--- src/hdl/bsw_pkg.sv ---
// Shared constants and types of the stopwatch timer
`default_nettype none
package bsw_pkg;
    // ----------------------------------------
    // Bus geometry
    // ----------------------------------------
    localparam int ADDR_W = 18;
    localparam int DATA_W = 32;
    localparam int REG_W = 8;
    localparam int INDEX_W = 16;
    // ----------------------------------------
    // Register indices; byte address is four times the index
    // ----------------------------------------
    localparam logic [INDEX_W-1:0] PRIO_INDEX = 16'hff20;
    localparam logic [INDEX_W-1:0] ENABLE_INDEX = 16'hff22;
    localparam logic [INDEX_W-1:0] FLAG_INDEX = 16'hff24;
    localparam logic [INDEX_W-1:0] DIGIT_INDEX = 16'hff44;
    // ----------------------------------------
    // Field positions and reset values
    // ----------------------------------------
    localparam int HUND_BIT = 6;
    localparam int TENTH_BIT = 5;
    localparam int SEC_BIT = 4;
    localparam int EVT_LSB = 4;
    localparam int PRIO_LSB = 2;
    localparam int HUND_LSB = 0;
    localparam int TENTH_LSB = 4;
    localparam logic [REG_W-1:0] FLAG_RESET = 8'h00;
    localparam logic [REG_W-1:0] ENABLE_RESET = 8'h00;
    localparam logic [1:0] PRIO_RESET = 2'h0;
    localparam logic [3:0] DIGIT_RESET = 4'h0;
    localparam logic [3:0] DIGIT_MAX = 4'h9;
    // ----------------------------------------
    // Timing: ticks per second and count pulses per second
    // ----------------------------------------
    localparam int TICK_HZ = 256;
    localparam int HUND_HZ = 100;
    localparam logic [8:0] ACC_WRAP = 9'(TICK_HZ);
    localparam logic [8:0] ACC_STEP = 9'(HUND_HZ);
    // ----------------------------------------
    // Exception vectors
    // ----------------------------------------
    localparam logic [23:0] VEC_HUND = 24'h000016;
    localparam logic [23:0] VEC_TENTH = 24'h000018;
    localparam logic [23:0] VEC_SEC = 24'h00001a;
    // Event order matches bits 6..4 of flag and enable registers
    typedef struct packed {
        logic hund;
        logic tenth;
        logic sec;
    } bsw_evt_t;
endpackage
`default_nettype wire

--- src/hdl/bsw_divider.sv ---
// Tick synchroniser and feedback divider to the approximate 100 Hz pulse
`default_nettype none
module bsw_divider
    import bsw_pkg::*;
(
    // Clock and reset
    input wire logic pclk,
    input wire logic presetn,
    // Tick from the low-speed oscillator domain
    input wire logic low_speed_osc_clock,
    // Events
    output logic tick,
    output logic pulse
);
    logic sync1;
    logic sync2;
    logic sync3;
    logic [8:0] acc;
    logic [8:0] sum;
    logic [8:0] next_acc;

    // Falling edge of the 256 Hz signal, after two stages
    assign tick = sync3 & ~sync2;
    assign sum = acc + ACC_STEP;
    // Accumulating 100/256 per tick gives gaps of 2 or 3 ticks
    assign pulse = tick && (sum >= ACC_WRAP);
    assign next_acc = !tick ? acc : (pulse ? 9'(sum - ACC_WRAP) : sum);

    always_ff @(posedge pclk or negedge presetn) begin
        if (!presetn) begin
            sync1 <= 1'b0;
            sync2 <= 1'b0;
            sync3 <= 1'b0;
            acc <= 9'h000;
        end else begin
            sync1 <= low_speed_osc_clock;
            sync2 <= sync1;
            sync3 <= sync2;
            acc <= next_acc;
        end
    end
endmodule
`default_nettype wire

--- src/hdl/bsw_bcd_digit.sv ---
// One 4-bit BCD counting stage with carry out
`default_nettype none
module bsw_bcd_digit
    import bsw_pkg::*;
(
    // Clock and reset
    input wire logic pclk,
    input wire logic presetn,
    // Count
    input wire logic inc,
    output logic [3:0] digit,
    output logic carry
);
    logic [3:0] next_digit;

    assign carry = inc && (digit == DIGIT_MAX);
    assign next_digit = !inc ? digit : (carry ? DIGIT_RESET : 4'(digit + 4'h1));

    always_ff @(posedge pclk or negedge presetn) begin
        if (!presetn) begin
            digit <= DIGIT_RESET;
        end else begin
            digit <= next_digit;
        end
    end
endmodule
`default_nettype wire

--- src/hdl/bsw_top.sv ---
// Stopwatch timer: divider, two BCD digits, flags and interrupt request
`default_nettype none
module bsw_top
    import bsw_pkg::*;
(
    // Clock and reset
    input wire logic pclk,
    input wire logic presetn,
    // APB slave
    input wire logic [bsw_pkg::ADDR_W-1:0] paddr,
    input wire logic psel,
    input wire logic penable,
    input wire logic pwrite,
    input wire logic [bsw_pkg::DATA_W-1:0] pwdata,
    output logic [bsw_pkg::DATA_W-1:0] prdata,
    output logic pready,
    output logic pslverr,
    // 256 Hz tick from the low-speed oscillator
    input wire logic low_speed_osc_clock,
    // CPU interrupt mask level
    input wire logic cpu_mask_level_low,
    input wire logic cpu_mask_level_high,
    // Interrupt request to the CPU
    output logic irq,
    output logic [1:0] irq_level,
    output logic [23:0] irq_vector
);
    // ----------------------------------------
    // Counting chain
    // ----------------------------------------
    logic tick;
    logic hund_pulse;
    logic [3:0] hundredths_digit;
    logic [3:0] tenths_digit;
    logic tenth_carry;
    logic sec_carry;
    bsw_evt_t evt;

    bsw_divider u_divider (
        .pclk(pclk),
        .presetn(presetn),
        .low_speed_osc_clock(low_speed_osc_clock),
        .tick(tick),
        .pulse(hund_pulse)
    );

    bsw_bcd_digit u_hund (
        .pclk(pclk),
        .presetn(presetn),
        .inc(hund_pulse),
        .digit(hundredths_digit),
        .carry(tenth_carry)
    );

    // Tenths stage advances on the hundredths carry
    bsw_bcd_digit u_tenth (
        .pclk(pclk),
        .presetn(presetn),
        .inc(tenth_carry),
        .digit(tenths_digit),
        .carry(sec_carry)
    );

    // Each event marks the falling edge of its rate signal
    assign evt = '{hund: hund_pulse, tenth: tenth_carry, sec: sec_carry};

    // ----------------------------------------
    // Registers
    // ----------------------------------------
    bsw_evt_t flags;
    bsw_evt_t enables;
    bsw_evt_t next_flags;
    logic [1:0] prio;
    logic [1:0] cpu_mask;
    logic [INDEX_W-1:0] index;
    logic hit_prio;
    logic hit_enable;
    logic hit_flag;
    logic hit_digit;
    logic mapped;
    logic setup;
    logic commit;
    logic wr_commit;
    bsw_evt_t clear_req;
    logic [REG_W-1:0] rd_byte;

    assign cpu_mask = {cpu_mask_level_high, cpu_mask_level_low};
    assign index = paddr[ADDR_W-1:2];
    assign hit_prio = (index == PRIO_INDEX);
    assign hit_enable = (index == ENABLE_INDEX);
    assign hit_flag = (index == FLAG_INDEX);
    assign hit_digit = (index == DIGIT_INDEX);
    assign mapped = hit_prio | hit_enable | hit_flag | hit_digit;
    assign setup = psel & ~penable;
    assign commit = psel & penable & pready;
    assign wr_commit = commit & pwrite & mapped;

    // Only ones in the written byte clear; zeros leave flags alone
    assign clear_req = (wr_commit && hit_flag) ? bsw_evt_t'(pwdata[HUND_BIT:SEC_BIT]) : '0;

    // Set wins over a clear in the same cycle, so no event is lost
    generate
        for (genvar i = 0; i < 3; i++) begin : g_flag
            assign next_flags[i] = (flags[i] & ~clear_req[i]) | evt[i];
        end
    endgenerate

    // Read mux: reserved bits read as zero
    always_comb begin
        rd_byte = 8'h00;
        if (hit_prio) begin
            rd_byte[PRIO_LSB+1:PRIO_LSB] = prio;
        end else if (hit_enable) begin
            rd_byte[HUND_BIT:SEC_BIT] = enables;
        end else if (hit_flag) begin
            rd_byte[HUND_BIT:SEC_BIT] = flags;
        end else if (hit_digit) begin
            rd_byte = {tenths_digit, hundredths_digit};
        end
    end

    // Answer is ready in the first access cycle; no wait states
    always_ff @(posedge pclk or negedge presetn) begin
        if (!presetn) begin
            pready <= 1'b0;
            pslverr <= 1'b0;
            prdata <= '0;
        end else begin
            pready <= setup;
            pslverr <= setup & ~mapped;
            prdata <= setup ? {24'h000000, rd_byte} : '0;
        end
    end

    always_ff @(posedge pclk or negedge presetn) begin
        if (!presetn) begin
            flags <= FLAG_RESET[HUND_BIT:SEC_BIT];
            enables <= ENABLE_RESET[HUND_BIT:SEC_BIT];
            prio <= PRIO_RESET;
        end else begin
            flags <= next_flags;
            if (wr_commit && hit_enable) begin
                enables <= bsw_evt_t'(pwdata[HUND_BIT:SEC_BIT]);
            end
            if (wr_commit && hit_prio) begin
                prio <= pwdata[PRIO_LSB+1:PRIO_LSB];
            end
        end
    end

    // ----------------------------------------
    // Interrupt request
    // ----------------------------------------
    bsw_evt_t pending;
    logic any_req;
    logic [23:0] next_vector;

    // Flags set regardless; only the request is gated
    assign pending = flags & enables;
    // Level zero is never above any mask, so it never interrupts
    assign any_req = (|pending) && (prio > cpu_mask);
    // Fastest rate has the lowest vector and is served first
    assign next_vector = pending.hund ? VEC_HUND : (pending.tenth ? VEC_TENTH : VEC_SEC);

    always_ff @(posedge pclk or negedge presetn) begin
        if (!presetn) begin
            irq <= 1'b0;
            irq_level <= 2'h0;
            irq_vector <= 24'h000000;
        end else begin
            irq <= any_req;
            irq_level <= prio;
            irq_vector <= next_vector;
        end
    end

    // ----------------------------------------
    // Checks
    // ----------------------------------------
    logic [2:0] gap_hund;
    logic [5:0] gap_tenth;
    logic [8:0] gap_sec;

    // Tick counts since the last event of each rate
    always_ff @(posedge pclk or negedge presetn) begin
        if (!presetn) begin
            gap_hund <= 3'h0;
            gap_tenth <= 6'h00;
            gap_sec <= 9'h000;
        end else begin
            if (hund_pulse) begin
                gap_hund <= 3'h0;
            end else if (tick && gap_hund != 3'h7) begin
                gap_hund <= 3'(gap_hund + 3'h1);
            end
            if (tenth_carry) begin
                gap_tenth <= 6'h00;
            end else if (tick && gap_tenth != 6'h3f) begin
                gap_tenth <= 6'(gap_tenth + 6'h1);
            end
            if (sec_carry) begin
                gap_sec <= 9'h000;
            end else if (tick && gap_sec != 9'h1ff) begin
                gap_sec <= 9'(gap_sec + 9'h1);
            end
        end
    end

    property p_digit_range;
        @(posedge pclk) disable iff (!presetn)
        hundredths_digit <= DIGIT_MAX && tenths_digit <= DIGIT_MAX;
    endproperty
    a_digit_range: assert property (p_digit_range) else $error("BCD digit out of range");

    property p_hund_gap;
        @(posedge pclk) disable iff (!presetn)
        hund_pulse |-> (gap_hund == 3'h1 || gap_hund == 3'h2);
    endproperty
    a_hund_gap: assert property (p_hund_gap) else $error("Count pulse gap not 2 or 3 ticks");

    property p_tenth_gap;
        @(posedge pclk) disable iff (!presetn)
        tenth_carry |-> (gap_tenth == 6'd24 || gap_tenth == 6'd25);
    endproperty
    a_tenth_gap: assert property (p_tenth_gap) else $error("Tenths carry gap not 25 or 26 ticks");

    property p_sec_gap;
        @(posedge pclk) disable iff (!presetn)
        sec_carry |-> gap_sec == 9'd255 && tenths_digit == DIGIT_MAX;
    endproperty
    a_sec_gap: assert property (p_sec_gap) else $error("Seconds carry not 256 ticks apart");

    property p_flag_set;
        @(posedge pclk) disable iff (!presetn)
        (evt.tenth || evt.sec) |=> (flags.tenth || !$past(evt.tenth)) && (flags.sec || !$past(evt.sec));
    endproperty
    a_flag_set: assert property (p_flag_set) else $error("Tenths or seconds flag not set");

    property p_hund_flag;
        @(posedge pclk) disable iff (!presetn)
        evt.hund |=> flags.hund;
    endproperty
    a_hund_flag: assert property (p_hund_flag) else $error("Hundredths flag not set");

    property p_sec_flag_any_enable;
        @(posedge pclk) disable iff (!presetn)
        (evt.sec && !enables.sec) |=> flags.sec && !$past(pending.sec);
    endproperty
    a_sec_flag_any_enable: assert property (p_sec_flag_any_enable) else $error("Seconds flag gated");

    property p_clear_one;
        @(posedge pclk) disable iff (!presetn)
        (wr_commit && hit_flag && pwdata[TENTH_BIT] && !evt.tenth) |=> !flags.tenth;
    endproperty
    a_clear_one: assert property (p_clear_one) else $error("Write of one did not clear flag");

    property p_zero_keeps;
        @(posedge pclk) disable iff (!presetn)
        (flags.hund && !(wr_commit && hit_flag && pwdata[HUND_BIT])) |=> flags.hund;
    endproperty
    a_zero_keeps: assert property (p_zero_keeps) else $error("Flag lost without a clear");

    property p_level_zero;
        @(posedge pclk) disable iff (!presetn)
        (prio == 2'h0)[*2] |-> !irq;
    endproperty
    a_level_zero: assert property (p_level_zero) else $error("Interrupt at priority level 0");

    property p_irq_cause;
        @(posedge pclk) disable iff (!presetn)
        irq |-> $past(pending) != 3'h0 && $past(prio) > $past(cpu_mask) && irq_level == $past(prio);
    endproperty
    a_irq_cause: assert property (p_irq_cause) else $error("Request without enabled flag or level");

    property p_enable_off;
        @(posedge pclk) disable iff (!presetn)
        (enables == 3'h0) [*2] |-> !irq;
    endproperty
    a_enable_off: assert property (p_enable_off) else $error("Request while all enables clear");

    property p_vector;
        @(posedge pclk) disable iff (!presetn)
        (irq && $past(pending.hund)) |-> irq_vector == VEC_HUND;
    endproperty
    a_vector: assert property (p_vector) else $error("Wrong vector for hundredths request");

    property p_sec_vector;
        @(posedge pclk) disable iff (!presetn)
        (irq && $past(pending) == 3'h1) |-> irq_vector == VEC_SEC;
    endproperty
    a_sec_vector: assert property (p_sec_vector) else $error("Wrong vector for seconds request");

    property p_digit_read;
        @(posedge pclk) disable iff (!presetn)
        (setup && hit_digit) |=> prdata[7:0] == {$past(tenths_digit), $past(hundredths_digit)} && pready;
    endproperty
    a_digit_read: assert property (p_digit_read) else $error("Digit read mismatch");
endmodule
`default_nettype wire

--- config.mk ---
export PLATFORM = sky130hd
export DESIGN_NAME = bsw_top
export DESIGN_NICKNAME = d
export VERILOG_FILES = /design/src/hdl/bsw_pkg.sv /design/src/hdl/bsw_divider.sv /design/src/hdl/bsw_bcd_digit.sv /design/src/hdl/bsw_top.sv
export SDC_FILE = /design/constraint.sdc
export NUM_CORES = 1
export LEC_CHECK = 0
export BUFFER_PORTS_ARGS = -buffer_cell sky130_fd_sc_hd__buf_2
export CORE_MARGIN = 2
export CORE_UTILIZATION = 49
export DETAILED_ROUTE_END_ITERATION = 10
export PLACE_DENSITY_LB_ADDON = 0.05
export SYNTH_ARGS = -nofsm -noshare
export SYNTH_HDL_FRONTEND = slang
export SYNTH_SLANG_ARGS = --single-unit
--- constraint.sdc ---
create_clock -name pclk -period 4.8 [get_ports pclk]
set_input_delay 0.24 -clock pclk [delete_from_list [all_inputs] [get_ports pclk]]
set_output_delay 0.24 -clock pclk [all_outputs]
set_load 0.03 [all_outputs]
-- Word level (Yosys, flattened, before mapping)
Cells that the tools add are included.
- register bits: 46
- input bits: 58
- output and inout port bits: 61
- word-level logic and storage cells: 79
- add/sub/neg operators: 4
- magnitude comparators: 2
- equal/unequal tests: 6
- mux-type cells: 17
- bitwise gates (word level): 23
- reductions and logical operators: 8
- operator list (kind ; number):
    $eq 16x16->1 const B ; 4
    $mux 4 ; 6
    $mux 8 ; 2
    $and 1x1->1 ; 10
    $add 9x7->9 const B ; 1
    $ge 9x9->1 const B ; 1
    $mux 3 ; 3
    $mux 9 ; 1
    $sub 9x9->9 const B ; 1
    $add 4x1->4 const B ; 2
    $eq 4x4->1 const B ; 2
    $logic_and 1x1->1 ; 7
    $mux 2 ; 3
    $not 1->1 ; 6
    $or 1x1->1 ; 6
    $and 3x3->3 ; 1
    $reduce_or 3->1 ; 1
    $gt 2x2->1 ; 1
    $mux 1 ; 2

-- Longest topological paths before layout
Gate-level depths: netlist of run 1.
- depth after elaboration: 10
- depth in mapped cells: 7
- gate-level depth less buffers: 6

-- Modules after synthesis
Synthesis of run 1 repeated with hierarchy kept, for this count alone.
- cells, all modules: 205
- area, all modules: 2318.5 um2
- modules (own cells, without submodules) (module ; instances ; cells an instance ; area an instance (um2) ; seq. area each (um2)):
    bsw_top ; 1 ; 128 ; 1442.6 ; 625.6
    bsw_bcd_digit ; 2 ; 22 ; 234.0 ; 100.1
    bsw_divider ; 1 ; 33 ; 407.9 ; 250.2

-- Worst setup path before layout of run 1
OpenSTA, ideal clock, no wires.
- path kind: reg2reg
- from: register u_divider.sync2
- to: register u_tenth.digit[0]
- library setup time: 125 ps
- arrival: 1805 ps
- data required time: 4675 ps
- setup slack: 2870 ps
- cell stages (with the launch flop): 6
- buffers on the path: 1
- clock period less this slack: 1930 ps
- cells stage by stage: dfrtp_1 -> or3b_2 -> nor4b_1 -> or2_2 -> buf_2 -> mux2_2
- longest elaborated chain between the ends: 6
- RTL lines (item ; RTL line ; source):
    start: declaration ; bsw_divider.sv:16 ; logic sync2;
    start signal: assignment ; bsw_divider.sv:37 ; sync2 <= sync1;
    $not 1->1 * ; bsw_divider.sv:23 ; assign tick = sync3 & ~sync2;
    $and 1x1->1 * ; bsw_divider.sv:23 ;
    $logic_and 1x1->1 * ; bsw_divider.sv:26 ; assign pulse = tick && (sum >= ACC_WRAP);
    $logic_and 1x1->1 * ; bsw_bcd_digit.sv:16 ; assign carry = inc && (digit == DIGIT_MAX);
    $logic_and 1x1->1 ; bsw_bcd_digit.sv:16 ;
    $mux 4 ; bsw_bcd_digit.sv:17 ; assign next_digit = !inc ? digit : (carry ? DIGIT_RESET : 4'(digit + 4'h1));
    end signal: assignment ; bsw_bcd_digit.sv:23 ; digit <= next_digit;
    end: declaration ; bsw_bcd_digit.sv:11 ; output logic [3:0] digit,
Mark *: on every way between the ends. The rest lies on a longest branch, timed or not.
A chain may end at the register's enable or synchronous reset.

-- Worst setup path after layout of run 1
- from: register u_divider.acc[2]
- to: register u_hund.digit[0]
- longest elaborated chain between the ends: 5
- RTL lines (item ; RTL line ; source):
    start: declaration ; bsw_divider.sv:18 ; logic [8:0] acc;
    start signal: assignment ; bsw_divider.sv:39 ; acc <= next_acc;
    $add 9x7->9 * ; bsw_divider.sv:24 ; assign sum = acc + ACC_STEP;
    $ge 9x9->1 * ; bsw_divider.sv:26 ;
    $logic_and 1x1->1 * ; bsw_divider.sv:26 ;
    $logic_and 1x1->1 ; bsw_bcd_digit.sv:16 ;
    $mux 4 ; bsw_bcd_digit.sv:17 ;
    end signal: assignment ; bsw_bcd_digit.sv:23 ;
    end: declaration ; bsw_bcd_digit.sv:11 ;
Marked as above.

==> results of run 1 <==
kinds of logic (layout without fill, tap and decap cells):
| logic type | Yosys count | count (layout) | synth area share |
|---|---|---|---|
| muxes | 11 | 11 | 0.0535 |
| xor gates and xnor gates | 5 | 5 | 0.0189 |
| buffers and inverters | 56 | 63 | 0.163 |
| other | 2 | 45 | 0.00324 |
| and+or+nand+nor | 57 | 57 | 0.156 |
| adders and majority gates | 7 | 7 | 0.0378 |
| DFF | 43 | 43 | 0.464 |
| AOI/OAI and AO/OA | 32 | 32 | 0.104 |
flip-flops by register name, summed over array words and instances (netlist names), 2 cells and up:
register,flops
flags,3
irq_level,2
u_hund.digit,4
prio,2
u_divider.acc,7
enables,3
irq_vector,4
prdata,8
u_tenth.digit,4
final cells by class:
class,count,area [sq um]
Sequential cell,43,1080
Inverter,10,37.5
Clock buffer,6,72.6
Clock inverter,2,12.5
Tap cell,54,67.6
Timing Repair Buffer,45,225
Multi-Input combinational cell,157,1030
Fill cell,439,2110
worst paths after layout:
kind                                startpoint         endpoint  slack, ns  cells after the start
hold / removal             low_speed_osc_clock  u_divider.sync1       0.04                      1
setup reg to reg              u_divider.acc[2]  u_hund.digit[0]       2.60                      5
min in group asynchronous              presetn    irq_vector[3]       0.09                      1
setup / recovery              u_divider.acc[2]  u_hund.digit[0]       2.60                      5
hold reg to reg                u_divider.sync1  u_divider.sync2       0.36                      0
max in group asynchronous              presetn        prdata[2]       4.14                      1
cell usage after synthesis (2+ instances only):
library cell  count
xor2_1            2
a22o_1            5
buf_4            44
nand4b_1          2
nand4_1           3
nor2_1           11
a32oi_1           3
a21oi_1           6
conb_1            2
a211oi_1          2
ha_1              7
a32o_1            2
nand3_1           5
o21ai_0           3
a21o_1            3
mux2_2           11
nor3b_1           2
nand2b_1          2
dfrtp_1          43
nor4b_4           2
xnor2_1           3
inv_1            10
nand2_1          10
and3_1            2
and2_1            4
nor2b_1           4
power by group through the flow:
| stage | registers [uW] | clock network [uW] | logic [uW] |
|---|---|---|---|
| 4_1_cts | 480 | 231 | 223 |
| 5_1_grt | 489 | 243 | 250 |
| 3_3_place_gp | 487 | 0 | 218 |
| 6_report | 480 | 223 | 221 |
| 3_5_place_dp | 487 | 0 | 222 |
| 2_1_floorplan | 473 | 0 | 204 |
metrics by stage:
step                 util  std cells  instance area [sq um]
finish              0.544        317                   2520
CTS                 0.544        317                   2520
global route        0.544        317                   2520
global placement    0.525        309                   2430
floorplan               -        256                   2480
detailed placement  0.525        309                   2430
worst max-delay path: stages (launching register included):
cell      delay (ns)
dfrtp_1         0.43
ha_1            0.24
a211oi_1        0.43
o21ai_0         0.28
a21oi_1         0.34
mux2_2          0.37
metal layers:
metal / global-route usage / up-vias / wire, um
met5: 0 / - / 0
met4: 0.0617 / 0 / 69
met3: 0.0428 / 7 / 246
met2: 0.244 / 57 / 1740
met1: 0.213 / 730 / 1930
li1: - / 755 / -
==> flow_summary.toml, run 1 <==
[status]
status = "finished clean"

[global_routing]
grt_pass1_wl_um = 6430
antenna_found_initial = 0
grt_pass1_vias = 1367
grt_max_degree = 44
overflow = 0
track_usage = 0.158

[synth]
avgSynthCellArea_sq_um = 10.9
synth_area_leaders = "dfrtp_1 (46%), buf_4 (14%), mux2_2 (5.3%)"
ys_seq_elements = 43
synth_cell_types = 46
syn_inst = 213
ys.warnings.count = 0
synthArstFlopShare = 1.00
ys.flop_type = "dfrtp_1"
yosys.area.top_type = "dfrtp_1"
synth_top_area_frac = 0.464
netlist_area_sq_um = 2320
synth-edff-count = 0
yosysSeqAreaShare = 0.464

[routing]
vias_per_cell = 4.89
vias = 1549
drtAntennaViolNets = 0
dr.pass1.iters = 4
drt_wl_total_um = 3980
drt-initial-drc-count = 77
drcViolationCount = 0
avgRoutedWirePerCell_um = 12.6

[final_layout]
mostFrequentLayoutCells = "conb_1 (45), buf_2 (45), dfrtp_1 (43), nor2_1 (11), mux2_2 (11)"
antenna_cells = 0
final_net_count = 327
final_layout_size_suffix_gt1_frac = 0.259
syn2layout_area_growth_pct = 8.64

[sta]
fmax_mhz = 454
hold_violations = 0
fin_worst_skew_ns = 0.00968
fin_setup_tns_ns = 0
holdWs_ns = 0.0408
rsz0062_at_grt = "no"
maxSlewHeadroom = 0.378
tightest_slew_ns = 0.933
setup_violations = 0
post-route-min-period_ns = 2.20
fin_crit_sh = 0.459
setup_ws_ns = 2.60
drv_slew = 0

[clock_tree]
cts_resized = 0
clock_path_buffers = 2
cts_hold_buf = 0
cts_setup_buffers = 0
path_clk_slew_ns = 0.08
htree_levels = 2
clk_latency_ns = 0.30
cts_sinks = 43
cts_tree = "done"
cts_made_buffers = 5
cts-root-buf = "clkbuf_8"

[critical_path]
cp_max_fo = 4
startpoint_type = "register"
worstSetupEndpointType = "register"
crit_arrival_ns = 2.39
path_class = "register to register"
required_ns = 4.99

[pwr]
vdd_drop_max_mv = 0.162
p_sw_uw = 318
combPwrFrac = 0.240
p_per_area_nw_per_um2 = 367
seq_power_share = 0.519
swShare = 0.345
intPower_uw = 606
pwr-share-clk = 0.241
p_leak_uw = 0.00131
total_power_uw = 924

[floorplanning]
core_region_area_sq_um = 4630
die-area_sq_um = 5290
initial_utilization = 0.501
num_rows = 25
die_y_um = 72.8
die_x_um = 72.8
pin_count = 119

[placement]
dp_hpwl_um = 2990
dp_slack_ns = 2.63
place.gp.congestion = 0.757
port-buffer-count = 45

[hold_path]
hp-class = "primary input to register"

[job]
cap_violations = 0
No activity file was read; power rests on OpenSTA's default activity.
==> run 2: changes to the inputs <==
--- a/config.mk
+++ b/config.mk
@@ -7,7 +7,7 @@
 export LEC_CHECK = 0
 export BUFFER_PORTS_ARGS = -buffer_cell sky130_fd_sc_hd__buf_2
 export CORE_MARGIN = 2
-export CORE_UTILIZATION = 49
+export CORE_UTILIZATION = 41
 export DETAILED_ROUTE_END_ITERATION = 10
 export PLACE_DENSITY_LB_ADDON = 0.05
 export SYNTH_ARGS = -nofsm -noshare
==> constraint.sdc (replaced) <==
create_clock -name pclk -period 1.9 [get_ports pclk]
set_input_delay 0.095 -clock pclk [delete_from_list [all_inputs] [get_ports pclk]]
set_output_delay 0.095 -clock pclk [all_outputs]
set_load 0.03 [all_outputs]
==> flow_summary.toml, run 2 (synthesis results as in run 1) <==
[status]
status = "finished clean"

[floorplanning]
die_y_um = 79.2
die-area_sq_um = 6270
initial_utilization = 0.423
num_rows = 27
pin_count = 119
die_x_um = 79.2
core_region_area_sq_um = 5470

[final_layout]
syn2layout_area_growth_pct = 20.6
largest_register_ffs = 8
mostFrequentLayoutCells = "conb_1 (45), buf_2 (45), dfrtp_1 (43), buf_4 (17)"
final_net_count = 347
reg_top3 = "prdata (8), u_divider.acc (7)"
final_layout_size_suffix_gt1_frac = 0.318
top_register = "prdata"
fin_cells = 355
antenna_cells = 0

[sta]
post-route-min-period_ns = 1.78
rsz0062_at_grt = "no"
fin_setup_tns_ns = 0
fin_crit_sh = 0.935
setup_violations = 0
hold_violations = 0
tightest_slew_ns = 0.515
maxSlewHeadroom = 0.653
fin_worst_skew_ns = 0.00641
drv_slew = 0
fmax_mhz = 563

[placement]
place.gp.congestion = 0.734
placed_cells = 344
dp_hpwl_um = 3340
port-buffer-count = 45

[critical_path]
rrSetupSlack_ns = 0.12
path_class = "register to register"
worstSetupEndpointType = "register"
startpoint_type = "register"
required_ns = 2.09
reg2reg_depth = 6
crit_arrival_ns = 1.97
cp_max_fo = 4

[routing]
avgRoutedWirePerCell_um = 12.4
dr.pass1.iters = 4
vias_per_cell = 4.66
drt_wl_total_um = 4390
vias = 1656
drt-initial-drc-count = 74
drcViolationCount = 0
drtAntennaViolNets = 0

[global_routing]
overflow = 0
track_usage = 0.143
grt_pass1_wl_um = 6910
grt_pass1_vias = 1418
antenna_found_initial = 0
grt_max_degree = 25

[pwr]
combPwrFrac = 0.285
pwr-share-clk = 0.296
swShare = 0.314
vdd_drop_max_mv = 0.711
intPower_uw = 1940
p_leak_uw = 0.00144
seq_power_share = 0.419
p_per_area_nw_per_um2 = 1010
total_power_uw = 2830
p_sw_uw = 890

[clock_tree]
clk_latency_ns = 0.30
cts_tree = "done"
cts-root-buf = "clkbuf_8"
clock_path_buffers = 2
path_clk_slew_ns = 0.08
cts_sinks = 43
htree_levels = 2
cts_made_buffers = 5

[job]
cap_violations = 0

[hold_path]
whs_path_depth = 2
hp-class = "primary input to register"
==> run 2: cell count changes in the layout (fill, tap and decap cells not counted), sizes merged <==
cell         previous run  this run
clkinvlp                1         0
buf                    45        63
dlygate4sd3             0         2
bufinv                  0         2
clkinv                  1         0
==> run 2: final timing paths <==
check / to / start
worst max-delay path: u_tenth.digit[3] / u_divider.acc[2]
worst min-delay path: prio[1] / pwdata[3]
worst max register to register: u_tenth.digit[3] / u_divider.acc[2]
worst min register to register: u_divider.sync2 / u_divider.sync1
max in group asynchronous: u_hund.digit[2] / presetn
min in group asynchronous: u_tenth.digit[3] / presetn
==> run 2: power by group through the flow <==
stage                     clock [uW]  combinational (uW)  sequential [uW]
after floorplan                    0                 525             1200
after global placement             0                 751             1190
after detailed placement           0                 759             1190
after CTS                        859                 786             1180
after global routing             896                 895             1210
final                            837                 808             1190
==> run 2: timing repair <==
action	4_1_cts	5_1_grt
hold endpoints to repair	20	0
setup endpoints to repair	4	6
cloned	0	0
hold buffers	2	0
gates resized for setup	3	5
pin swaps	0	2
setup buffers	0	1
==> run 2: area by class of cell <==
type | count | area (sq um)
Clock inverter | 2 | 60.1
Multi-Input combinational cell | 157 | 1060
Timing Repair Buffer | 65 | 393
Inverter | 10 | 37.5
Fill cell | 540 | 2680
Tap cell | 72 | 90.1
Sequential cell | 43 | 1080
Clock buffer | 6 | 72.6
==> run 2: per-layer routing <==
metal / GRT usage / vias to the layer above / share of wire
li1: - / 793 / -
met1: 0.198 / 788 / 0.46
met2: 0.218 / 70 / 0.44
met3: 0.0375 / 5 / 0.079
met4: 0.0517 / 0 / 0.017
met5: 0 / - / 0
==> run 2: per-stage QoR <==
| step | area [sq um] | setup slack [ns] | hold WS (ns) | utilization |
|---|---|---|---|---|
| floorplan | 2490 | 0.0508 | -0.201 | - |
| global placement | 2610 | -0.0198 | 0.0853 | 0.476 |
| detailed placement | 2610 | -0.0221 | 0.0895 | 0.476 |
| CTS | 2780 | -0.0127 | 0.0262 | 0.508 |
| global route | 2790 | 0.0293 | 0.0256 | 0.511 |
| finish | 2790 | 0.123 | 0.0326 | 0.511 |
==> run 2: critical path: stages, from the launching register on <==
cell	delay, ns
dfrtp_1	0.39
ha_2	0.21
a211oi_4	0.27
buf_4	0.17
nor4b_4	0.05
or2_4	0.26
a221o_1	0.31
==> run 3: changes to the inputs <==
--- a/config.mk
+++ b/config.mk
@@ -5,10 +5,12 @@
 export SDC_FILE = /design/constraint.sdc
 export NUM_CORES = 1
 export LEC_CHECK = 0
+export ABC_AREA = 1
 export BUFFER_PORTS_ARGS = -buffer_cell sky130_fd_sc_hd__buf_2
 export CORE_MARGIN = 2
-export CORE_UTILIZATION = 41
+export CORE_UTILIZATION = 42
 export DETAILED_ROUTE_END_ITERATION = 10
+export GPL_TIMING_DRIVEN = 0
 export PLACE_DENSITY_LB_ADDON = 0.05
 export SYNTH_ARGS = -nofsm -noshare
 export SYNTH_HDL_FRONTEND = slang
==> flow_summary.toml, run 3 <==
[status]
status = "finished clean"

[synth]
synth_cell_types = 30
yosysSeqAreaShare = 0.445
ys_seq_elements = 43
synth_top_area_frac = 0.445
syn_inst = 275
netlist_area_sq_um = 2420
synth_area_leaders = "dfrtp_1 (45%), buf_4 (14%), nand2_1 (6.7%)"
avgSynthCellArea_sq_um = 8.79
ys.flop_type = "dfrtp_1"
yosys.area.top_type = "dfrtp_1"
synth.most_common_cell = "buf_4"
synthArstFlopShare = 1.00
ys.warnings.count = 0
synth-edff-count = 0
synth_common_cells = "buf_4 (44), dfrtp_1 (43), nand2_1 (43)"

[critical_path]
worstSetupEndpointType = "register"
reg2reg_depth = 9
startpoint_type = "register"
path_class = "register to register"
rrSetupSlack_ns = 0.34
cp_max_fo = 8
crit_arrival_ns = 1.74
required_ns = 2.08
reg2reg_to = "u_tenth.digit[1]"
r2r-start = "u_divider.acc[2]"

[floorplanning]
num_rows = 27
pin_count = 119
core_region_area_sq_um = 5540
die-area_sq_um = 6380
initial_utilization = 0.436
die_y_um = 79.9
die_x_um = 79.9

[clock_tree]
cts_tree = "done"
clk_latency_ns = 0.29
cts_made_buffers = 5
cts_sinks = 43
cts_resized = 0
clock_path_buffers = 2
path_clk_slew_ns = 0.07
cts-root-buf = "clkbuf_8"
htree_levels = 2

[placement]
postPlaceCellArea_sq_um = 2890
place.gp.congestion = 0.824
dp_hpwl_um = 3260
port-buffer-count = 45

[job]
cap_violations = 0

[final_layout]
antenna_cells = 0
regArea_sq_um = 1080
final_area_sq_um = 2990
nFillCells = 532
final_net_count = 437
largest_register_ffs = 8
top_register = "prdata"
final_layout_size_suffix_gt1_frac = 0.318
mostFrequentLayoutCells = "conb_1 (45), buf_2 (45), buf_4 (44), nand2_1 (43), dfrtp_1 (43)"
multi_input_area_sq_um = 1010
reg_top3 = "prdata (8), u_divider.acc (7)"
syn2layout_area_growth_pct = 23.6

[routing]
dr.pass1.iters = 4
drtAntennaViolNets = 0
drt-initial-drc-count = 55
vias = 1801
drcViolationCount = 0
avgRoutedWirePerCell_um = 9.23
drt_wl_total_um = 4090
vias_per_cell = 4.07

[sta]
rsz0062_at_grt = "no"
post-route-min-period_ns = 1.56
setup_violations = 0
drv_slew = 0
fmax_mhz = 643
hold_violations = 0
maxSlewHeadroom = 0.381
fin_worst_skew_ns = 0.00452
fin_crit_sh = 0.819
tightest_slew_ns = 0.929
fin_setup_tns_ns = 0

[global_routing]
use_met2 = 0.225
grt_pass1_vias = 1584
track_usage = 0.135
antenna_found_initial = 0
grt_pass1_wl_um = 6650
met1_usage = 0.162
grt_max_degree = 44
busiest_layer = "met2"
overflow = 0
use_met3 = 0.0373

[pwr]
intPower_uw = 1490
combPwrFrac = 0.255
seq_power_share = 0.514
p_leak_uw = 0.00174
p_per_area_nw_per_um2 = 743
swShare = 0.326
p_sw_uw = 724
total_power_uw = 2220
vdd_drop_max_mv = 0.418
pwr-share-clk = 0.232

[hold_path]
holdPathEnd = "pready"
whs_path_depth = 2
hp-class = "primary input to register"
hp-start = "penable"
[run 3: changes by cell type in the layout (fill, tap and decap cells not counted), moves of 7 or more]
cell / delta
nand2_1: +33
buf_4: +27
nand3_1: +10
inv_1: +28
mux2_2: -11
nand2_2: +7
[run 3: cell families after synthesis]
logic type,Yosys count,synth area share
buffers and inverters,87,0.205
AO/OA/AOI/OAI,25,0.0554
XOR/XNOR,6,0.0217
flip-flops,43,0.445
other,2,0.00311
adder cells (fa/ha/maj),7,0.0362
AND/OR/NAND/NOR,105,0.233
[run 3: routing by layer]
| layer | wire, um | vias up | share of wire |
|---|---|---|---|
| li1 | - | 966 | - |
| met1 | 1750 | 768 | 0.43 |
| met2 | 1980 | 62 | 0.48 |
| met3 | 285 | 5 | 0.070 |
| met4 | 73 | 0 | 0.018 |
| met5 | 0 | - | 0 |
[run 3: worst max-delay path, cell delays in order, from the launching register on]
cell and delay (ns):
dfrtp_1 0.41, ha_1 0.23, nand2_2 0.08, nand2_2 0.07, nand3_2 0.09, nand3_4 0.14, nor2_8 0.17, o21ai_0 0.10
o21ai_1 0.09, inv_1 0.05
[run 3: power groups by stage]
stage,clock network (uW),logic [uW],registers [uW]
3_5_place_dp,0,563,1160
6_report,514,565,1140
2_1_floorplan,0,456,1140
3_3_place_gp,0,551,1160
4_1_cts,544,571,1140
5_1_grt,573,633,1160
[run 3: cell type report]
class / count / share of cell area
plain buffers: 44 / 0.111
clock buffers: 6 / 0.0243
inverters: 43 / 0.0553
multi-input cells: 188 / 0.337
flip-flops and latches: 43 / 0.360
well taps: 72 / 0.0302
repair buffers: 47 / 0.0821
[run 3: worst max-delay path by stage]
stage                          start          endpoint  slack [ns]  cells past startpoint
detailed placement  u_divider.acc[2]  u_tenth.digit[1]        0.34                      9
floorplan           u_divider.acc[2]  u_tenth.digit[0]        0.48                      9
CTS                 u_divider.acc[2]  u_tenth.digit[1]        0.32                      9
global route        u_divider.acc[2]  u_tenth.digit[0]        0.16                      9
finish              u_divider.acc[2]  u_tenth.digit[1]        0.34                      9
global placement    u_divider.acc[2]  u_tenth.digit[1]        0.36                      9
[run 3: repair_timing]
| item | 4_1_cts | 5_1_grt |
|---|---|---|
| hold endpoints to repair | 44 | 0 |
| setup buffers | 0 | 0 |
| hold buffers | 2 | 0 |
[run 3: metrics by stage]
stage | setup slack (ns) | hold WS, ns | instances | utilization
floorplan | 0.478 | -0.201 | 318 | -
global placement | 0.362 | 0.204 | 435 | 0.522
detailed placement | 0.342 | 0.208 | 435 | 0.522
CTS | 0.322 | 0.0133 | 443 | 0.539
global route | 0.162 | 0.0375 | 443 | 0.539
finish | 0.345 | 0.0187 | 443 | 0.539
